[config.mk]
export PLATFORM = sky130hd
export DESIGN_NAME = apr_readout
export DESIGN_NICKNAME = d
export VERILOG_FILES = /design/src/apr_pkg.sv /design/src/apr_fifo.sv /design/src/apr_readout.sv
export VERILOG_INCLUDE_DIRS = /design/src /design/src/src
export SDC_FILE = /design/constraint.sdc
export NUM_CORES = 1
export LEC_CHECK = 0
export BUFFER_PORTS_ARGS = -buffer_cell sky130_fd_sc_hd__buf_2
export CAP_MARGIN = 10
export CORE_MARGIN = 10
export CORE_UTILIZATION = 40
export CTS_CLUSTER_DIAMETER = 60
export DETAILED_ROUTE_END_ITERATION = 8
export PLACE_DENSITY = 0.61
export SYNTH_ARGS = -nofsm -noshare
export SYNTH_HDL_FRONTEND = slang
export SYNTH_SLANG_ARGS = --single-unit
[constraint.sdc]
create_clock -name clk -period 3.9 [get_ports clk]
set_clock_uncertainty 0.15 [all_clocks]
set_input_delay 0.78 -clock clk [delete_from_list [all_inputs] [get_ports clk]]
set_output_delay 0.78 -clock clk [all_outputs]
set_load 0.01 [all_outputs]
[src/apr_cfg.svh]
// Purpose: constants of the converter readout block
// Assumes: 200 MHz core clock
// Notes: times are kept in their own unit, cycle counts derive from them
`ifndef APR_CFG_SVH
`define APR_CFG_SVH

`define APR_CLK_PERIOD_PS 5000
// Least time the start condition must stand before it is taken
`define APR_START_MIN_NS 40
`define APR_START_CYC \
   ((`APR_START_MIN_NS * 1000 + `APR_CLK_PERIOD_PS - 1) / `APR_CLK_PERIOD_PS)
// Internal conversion time of the successive-approximation core
`define APR_CONV_TIME_NS 3000
`define APR_CONV_CYC \
   ((`APR_CONV_TIME_NS * 1000 + `APR_CLK_PERIOD_PS - 1) / `APR_CLK_PERIOD_PS)

`define APR_RESULT_W 16
`define APR_BYTE_W 8
`define APR_FIFO_DEPTH 32
`define APR_RESULT_RST 16'h0000

`endif

[src/apr_pkg.sv]
// Purpose: types of the converter readout block
// Assumes: nothing
// Notes: one-hot conversion sequencer states
package apr_pkg;
   typedef enum logic [2:0] {
      APR_IDLE = 3'b001,
      APR_CONV = 3'b010,
      APR_PUSH = 3'b100
   } apr_state_t;
endpackage

[src/apr_fifo.sv]
// Purpose: result FIFO between the conversion core and the output register
// Assumes: one clock, synchronous active-low reset
// Notes: valid/ready on both sides; count shows the occupancy
`timescale 1ns/1ps
module apr_fifo #(
   parameter int WIDTH = 16,
   parameter int DEPTH = 32
) (
   input wire logic clk,
   input wire logic rst_n,
   input wire logic inValid,
   output logic inReady,
   input wire logic [WIDTH-1:0] inData,
   output logic outValid,
   input wire logic outReady,
   output logic [WIDTH-1:0] outData,
   output logic [$clog2(DEPTH):0] count
);
   localparam int AW = $clog2(DEPTH);

   logic [WIDTH-1:0] mem [DEPTH];
   logic [AW-1:0] wrPtr;
   logic [AW-1:0] rdPtr;
   logic push;
   logic pop;

   assign inReady = (count != (AW+1)'(DEPTH));
   assign outValid = (count != '0);
   assign outData = mem[rdPtr];
   assign push = inValid && inReady;
   assign pop = outValid && outReady;

   always_ff @(posedge clk) begin
      if (push) begin
         mem[wrPtr] <= inData;
      end
   end

   always_ff @(posedge clk) begin
      if (!rst_n) begin
         wrPtr <= '0;
         rdPtr <= '0;
         count <= '0;
      end else begin
         if (push) begin
            wrPtr <= (wrPtr == AW'(DEPTH - 1)) ? '0 : wrPtr + 1'b1;
         end
         if (pop) begin
            rdPtr <= (rdPtr == AW'(DEPTH - 1)) ? '0 : rdPtr + 1'b1;
         end
         if (push && !pop) begin
            count <= count + 1'b1;
         end else if (pop && !push) begin
            count <= count - 1'b1;
         end
      end
   end
endmodule

[src/apr_readout.sv]
// Purpose: conversion control and parallel readout of a 16-bit converter
// Assumes: host pins are asynchronous and pass two flip-flops first
// Notes: the SAR core's code arrives on sarCode in straight binary
`timescale 1ns/1ps
`include "apr_cfg.svh"
module apr_readout (
   input wire logic clk,
   input wire logic rst_n,
   input wire logic csN,
   input wire logic readConvert,
   input wire logic byteSel,
   input wire logic [`APR_RESULT_W-1:0] sarCode,
   output logic busyN,
   output logic sampleHold,
   output logic [`APR_RESULT_W-1:0] dataOut,
   output logic dataOe
);
   localparam int START_CYC = `APR_START_CYC;
   localparam int CONV_CYC = `APR_CONV_CYC;
   localparam int RW = `APR_RESULT_W;
   localparam int BW = `APR_BYTE_W;

   function automatic logic [RW-1:0] laneOrder(input logic [RW-1:0] w,
                                                input logic swap);
      laneOrder = swap ? {w[BW-1:0], w[RW-1:BW]} : w;
   endfunction

   //--------------------------------------------------
   // Pin synchronisers
   //--------------------------------------------------
   logic [2:0] pinMeta;
   logic csQ;
   logic rcQ;
   logic byteQ;

   always_ff @(posedge clk) begin
      if (!rst_n) begin
         pinMeta <= 3'h6;
         csQ <= 1'b1;
         rcQ <= 1'b1;
         byteQ <= 1'b0;
      end else begin
         pinMeta <= {csN, readConvert, byteSel};
         csQ <= pinMeta[2];
         rcQ <= pinMeta[1];
         byteQ <= pinMeta[0];
      end
   end

   //--------------------------------------------------
   // Start detection
   //--------------------------------------------------
   // Level triggered AND of the two strobes, both low; held low long enough to count
   logic startCond;
   logic [3:0] lowCnt;
   logic start;

   assign startCond = !csQ && !rcQ;
   assign start = startCond && (lowCnt == 4'(START_CYC - 1));

   always_ff @(posedge clk) begin
      if (!rst_n) begin
         lowCnt <= 4'h0;
      end else if (!startCond) begin
         lowCnt <= 4'h0;
      end else if (lowCnt != 4'(START_CYC)) begin
         lowCnt <= lowCnt + 4'h1;
      end
   end

   //--------------------------------------------------
   // Conversion sequencer
   //--------------------------------------------------
   apr_pkg::apr_state_t state;
   logic [9:0] convCnt;
   logic [RW-1:0] pushData;
   logic fifoInReady;
   logic fifoOutValid;
   logic fifoOutReady;
   logic [RW-1:0] fifoOutData;
   logic [$clog2(`APR_FIFO_DEPTH):0] fifoCount;
   logic convDone;

   assign convDone = (state == apr_pkg::APR_CONV) &&
                     (convCnt == 10'(CONV_CYC - 1));

   always_ff @(posedge clk) begin
      if (!rst_n) begin
         state <= apr_pkg::APR_IDLE;
         convCnt <= 10'h000;
      end else if (start) begin
         // A fresh start wins over everything, aborting any work in flight
         state <= apr_pkg::APR_CONV;
         convCnt <= 10'h000;
      end else begin
         case (state)
            apr_pkg::APR_IDLE: begin
               convCnt <= 10'h000;
            end
            apr_pkg::APR_CONV: begin
               convCnt <= convCnt + 10'h001;
               if (convDone) begin
                  state <= apr_pkg::APR_PUSH;
               end
            end
            apr_pkg::APR_PUSH: begin
               // Waits here while the FIFO is full
               if (fifoInReady) begin
                  state <= apr_pkg::APR_IDLE;
               end
            end
            default: begin
               state <= apr_pkg::APR_IDLE;
            end
         endcase
      end
   end

   always_ff @(posedge clk) begin
      if (!rst_n) begin
         pushData <= `APR_RESULT_RST;
      end else if (convDone && !start) begin
         pushData <= {~sarCode[RW-1], sarCode[RW-2:0]};
      end
   end

   always_ff @(posedge clk) begin
      if (!rst_n) begin
         sampleHold <= 1'b0;
      end else begin
         sampleHold <= start || (state == apr_pkg::APR_CONV && !convDone);
      end
   end

   //--------------------------------------------------
   // Result FIFO and output register
   //--------------------------------------------------
   logic [RW-1:0] outReg;
   logic outLoad;

   apr_fifo #(
      .WIDTH(RW),
      .DEPTH(`APR_FIFO_DEPTH)
   ) i_apr_fifo (
      .clk(clk),
      .rst_n(rst_n),
      .inValid(state == apr_pkg::APR_PUSH && !start),
      .inReady(fifoInReady),
      .inData(pushData),
      .outValid(fifoOutValid),
      .outReady(fifoOutReady),
      .outData(fifoOutData),
      .count(fifoCount)
   );

   // The register must not change under a host that is reading valid data
   assign fifoOutReady = !dataOe || !busyN;
   assign outLoad = fifoOutValid && fifoOutReady;

   always_ff @(posedge clk) begin
      if (!rst_n) begin
         outReg <= `APR_RESULT_RST;
      end else if (outLoad) begin
         outReg <= fifoOutData;
      end
   end

   always_ff @(posedge clk) begin
      if (!rst_n) begin
         busyN <= 1'b1;
      end else if (start) begin
         busyN <= 1'b0;
      end else if (outLoad && fifoCount == 6'd1 &&
                   state == apr_pkg::APR_IDLE) begin
         busyN <= 1'b1;
      end
   end

   //--------------------------------------------------
   // Parallel output drivers
   //--------------------------------------------------
   always_ff @(posedge clk) begin
      if (!rst_n) begin
         dataOe <= 1'b0;
         dataOut <= `APR_RESULT_RST;
      end else begin
         dataOe <= !csQ && rcQ;
         // Bit 15 sits on the top lane unless the low byte is asked for
         dataOut <= laneOrder(outReg, byteQ);
      end
   end

   //--------------------------------------------------
   // Assertions
   //--------------------------------------------------
   property p_busy_on_start;
      @(posedge clk) disable iff (!rst_n)
      start |=> !busyN;
   endproperty
   a_busy_on_start: assert property (p_busy_on_start)
      else $error("busy did not fall at conversion start");

   property p_busy_rise_cause;
      @(posedge clk) disable iff (!rst_n)
      $rose(busyN) |-> $past(outLoad) && $past(fifoCount) == 6'd1;
   endproperty
   a_busy_rise_cause: assert property (p_busy_rise_cause)
      else $error("busy rose without the output register update");

   property p_conv_len;
      @(posedge clk) disable iff (!rst_n)
      (start ##1 (!start)[*8]) |-> state == apr_pkg::APR_CONV;
   endproperty
   a_conv_len: assert property (p_conv_len)
      else $error("conversion ended too early");

   property p_byte_lane;
      @(posedge clk) disable iff (!rst_n)
      1'b1 |=> dataOut[RW-1:BW] ==
         ($past(byteQ) ? $past(outReg[BW-1:0]) : $past(outReg[RW-1:BW]));
   endproperty
   a_byte_lane: assert property (p_byte_lane)
      else $error("byte lane carries the wrong half");

   property p_start_taken;
      @(posedge clk) disable iff (!rst_n)
      (!startCond ##1 startCond[*8]) |-> start;
   endproperty
   a_start_taken: assert property (p_start_taken)
      else $error("held start condition did not start a conversion");

   property p_oe_off;
      @(posedge clk) disable iff (!rst_n)
      (csQ || !rcQ) |=> !dataOe;
   endproperty
   a_oe_off: assert property (p_oe_off)
      else $error("drivers on while deselected or converting");

   property p_oe_on;
      @(posedge clk) disable iff (!rst_n)
      $rose(rcQ) && !csQ ##1 !csQ && rcQ |-> dataOe;
   endproperty
   a_oe_on: assert property (p_oe_on)
      else $error("read edge did not enable the drivers");

   property p_twos;
      @(posedge clk) disable iff (!rst_n)
      convDone && !start |=> pushData == {~$past(sarCode[RW-1]),
                                         $past(sarCode[RW-2:0])};
   endproperty
   a_twos: assert property (p_twos)
      else $error("result not in two's complement");

   property p_abort;
      @(posedge clk) disable iff (!rst_n)
      start && state != apr_pkg::APR_IDLE |=>
         state == apr_pkg::APR_CONV && convCnt == 10'h000 && !busyN;
   endproperty
   a_abort: assert property (p_abort)
      else $error("new command did not restart the conversion");

   property p_hold;
      @(posedge clk) disable iff (!rst_n)
      !outLoad |=> $stable(outReg);
   endproperty
   a_hold: assert property (p_hold)
      else $error("output register changed without a new result");

   c_abort: cover property (@(posedge clk) disable iff (!rst_n)
      start && state == apr_pkg::APR_CONV);
   c_done: cover property (@(posedge clk) disable iff (!rst_n)
      $rose(busyN));
   c_read: cover property (@(posedge clk) disable iff (!rst_n)
      dataOe && byteQ);
endmodule

==> implementation parameters <==
Parameter                              Value

Power
  Internal power    approximately 11000 uW
  PwrDens    557.6 nW/um^2
  Switching share of power    roughly a quarter
  Leakage power    roughly 0.0087 uW
  Clock Power Share    approximately two fifths
  Proportion of power drawn by flip-flops and latches    between 40% and 50%
  Relative contribution of combinational cells to total power    about 12%
  Maximum vdd drop    between 0.3 and 0.4 mV
  Switching power    between 3000 and 4000 uW

Critical path
  Kind of capture point of the worst setup path    flop
  Critical Path, Cell by Cell    ha_1 -> nand4bb_1 -> o21ai_1 -> nor2_1 -> ha_1 -> or3_1 -> o21a_1 -> or4_1 -> a21oi_1
  Worst path slowest cell    sky130_fd_sc_hd__o21ai_1
  FF-to-FF setup slack    a little under 0.8 ns
  RR Startpoint    lowCnt[0]
  Maximum fanout encountered on the critical timing path    9
  Worst Path Class, Setup    reg2reg
  Largest delay contributor family on the critical path    simple AND/OR/NAND/NOR gates
  Buffering stage count on the worst path with inverters included    0
  Biggest cell delay along the critical path    0.63 ns
  Req. time, crit path    approximately 4.3 ns
  Most used cell along the critical path    sky130_fd_sc_hd__ha_1
  CP Launch Type    flop
  Worst setup path start    lowCnt[0]
  Signal arrival time at the worst endpoint    3.53 ns

Timing
  Number of endpoints failing setup at the final stage    0
  Slew at the pin closest to its max-slew limit    1.001 ns
  Fin crit period    ~3.1 ns
  Post-route setup TNS    0 ns
  RSZ-0062 raised after global routing    false
  Max-slew headroom at the worst pin    between 30 and 40%
  Period Utilization, post-route    79.82%
  Max Transition Viols Final    0
  Total count of hold-check failures in the final report    0
  Max Freq    ~320 MHz

Detailed routing
  Total number of vias    between 10k and 15k
  Vias per inst    5.520
  Wire per inst    between 20 and 25 um
  Iteration count of the initial detailed-routing pass    7
  Detailed Route Iter0 Violations    1069
  # DRC    0
  Total Wirelength    about 53000 um
  Final ANT Viol Nets    0

Cells and area
  Proportion of layout cells with a drive suffix above 1    about a quarter
  Relative area change from synthesis to final layout    14.80%
  Most frequent standard cell in the layout excluding fill and tap cells    sky130_fd_sc_hd__edfxtp_1
  Antenna Diode Count    0
  Net total in the final layout    1423
  Highest-count cells in the layout ignoring fill and taps    sky130_fd_sc_hd__edfxtp_1, sky130_fd_sc_hd__nor2_1, sky130_fd_sc_hd__mux4_2
  Final design area excluding fillers    approximately 27000 um^2

Clock tree
  CTS hold repair buffers    0
  Clock Sinks    602
  Number of CTS-inserted buffers    60
  Resize count post-CTS    0
  Post-CTS Repair Setup Buffers    0
  Clock transition at the registers of the reported paths    around 0.06 ns
  Max H-tree Level    2
  Clock Latency Late Sink    about 0.64 ns
  CTS tree    yes
  CTS max path bufs    3
  Clock Tree Root    sky130_fd_sc_hd__clkbuf_16

Die
  Initial Util    between 40% and 50%
  Core box area    approximately 58000 um^2
  Standard-cell rows    88
  Die extent in x    ~260 um
  I/O pin count    40
  Die Area    just under 70000 um^2
  Die outline height    around 260 um

Global route
  Total grt overflow    0
  Wire length of the first global-routing pass    approximately 79000 um
  Largest net degree at the start of global routing    95
  Global routing usage summed across all routing layers    between 15 and 20%
  Antenna violations before repair    1
  Number of global-route vias before repair    between 10k and 15k

Logic synthesis
  Prevailing post-synth register cell    sky130_fd_sc_hd__edfxtp_1
  Cell area after synthesis    ~23000 um^2
  Flip-flop and latch count after synthesis    602
  Synth Net Count    ~1.3k
  Post-synthesis sequential area ratio    73.37%
  Synth async-reset ratio    0%
  Warnings, synthesis    0
  Mean post-synth cell area    ~18 um^2
  Number of library cell types mapped by synthesis    between 60 and 70
  Post-synth EDFFs    512
  Instance count of the mapped netlist    between 1k and 1.5k

Min path
  Class of the worst hold path    in2reg
  Startpoint of the most critical hold path    csN

Placement
  Instance area at placement    around 25000 um^2
  Count of input and output buffers    39
  Placed wire-length estimate    around 32000 um
  Final weighted congestion in routability-driven placement    approximately 0.85

Run status
  Run status    complete, no violations

Flow run
  Max-cap check violation count    0
-- flip-flops by register name, summed over array words and instances, names as in the netlist, 3 cells and up --
register	cells
pinMeta	3
lowCnt	4
convCnt	10
i_apr_fifo.rdPtr	5
pushData	16
outReg	16
i_apr_fifo.count	6
state	3
i_apr_fifo.mem	512
dataOut	16
i_apr_fifo.wrPtr	5
-- power by group through the flow --
| stage | Sequential (uW) | Clock (uW) | Combinational [uW] |
|---|---|---|---|
| after global routing | 7340 | 6220 | 1970 |
| final | 7300 | 5850 | 1830 |
| after detailed placement | 7450 | 0 | 1850 |
| after floorplan | 7260 | 0 | 1530 |
| after global placement | 7440 | 0 | 1840 |
| after CTS | 7310 | 5960 | 1860 |
-- logic make-up (layout without fill, tap and decap cells) --
kind of cell    count (synthesis)  after routing  synth area share [%]
mux                           168            168                 13.30
simple gates                  251            251                 5.537
buf+inv                        80            235                 1.785
flops                         602            602                 73.37
xor+xnor                        6              6                0.2245
compound gates                162            162                 4.981
fa+ha+maj                      15             15                0.8017
-- Yosys cell counts (all sizes together) (9+ instances only) --
library cell  count  area [um^2]
mux2i            52        520.5
buf              35        197.7
clkbuf           36        186.4
nand3            26        130.1
o22ai            32        200.2
ha               15        187.7
a211oi           14        105.1
mux4            113         2560
dfxtp            90         1802
nor2            111        416.7
a2111oi          14        132.6
nor3             21        105.1
nand2b            9        56.30
nand2            14        52.55
a2111o           16        180.2
o21ai            30        161.4
edfxtp          512        15370
and2b            10        83.83
a21oi            36        183.9
-- worst paths after layout --
check | to | depth (start not counted)
max | i_apr_fifo.count[5] | 9
min | pinMeta[2] | 2
max reg2reg | i_apr_fifo.count[5] | 9
min reg2reg | csQ | 1
-- final cells by class --
type / instances / area (um^2)
clock buffer: 93 / 1787
tap: 765 / 957.2
sequential: 602 / 17190
timing repair buffer: 112 / 833.3
clock inverter: 21 / 260.3
inverter: 9 / 33.78
fill: 4923 / 30930
multi-input combinational: 602 / 5817
-- metrics by stage --
stage	hold slack, ns	setup slack (ns)	utilization (%)	instances	total power [uW]
3_3_place_gp	0.2422	0.8317	42.86	2088	9282
2_1_floorplan	0.2363	0.9485	-	1284	8787
4_1_cts	0.1529	0.8019	46.40	2202	15130
5_1_grt	0.1851	0.5244	46.50	2204	15530
3_5_place_dp	0.2580	0.8230	42.86	2088	9305
6_report	0.1827	0.7871	46.50	2204	14990
-- routing by layer --
metal | part of all wire [%] | wire length [um] | track usage, %
met1 | 42 | 21950 | 20.21
met4 | 2.5 | 1309 | 4.900
met3 | 6.7 | 3547 | 3.089
met2 | 49 | 25820 | 25.85
met5 | 0 | 0 | 0
Power figures use the tool's default switching activity.
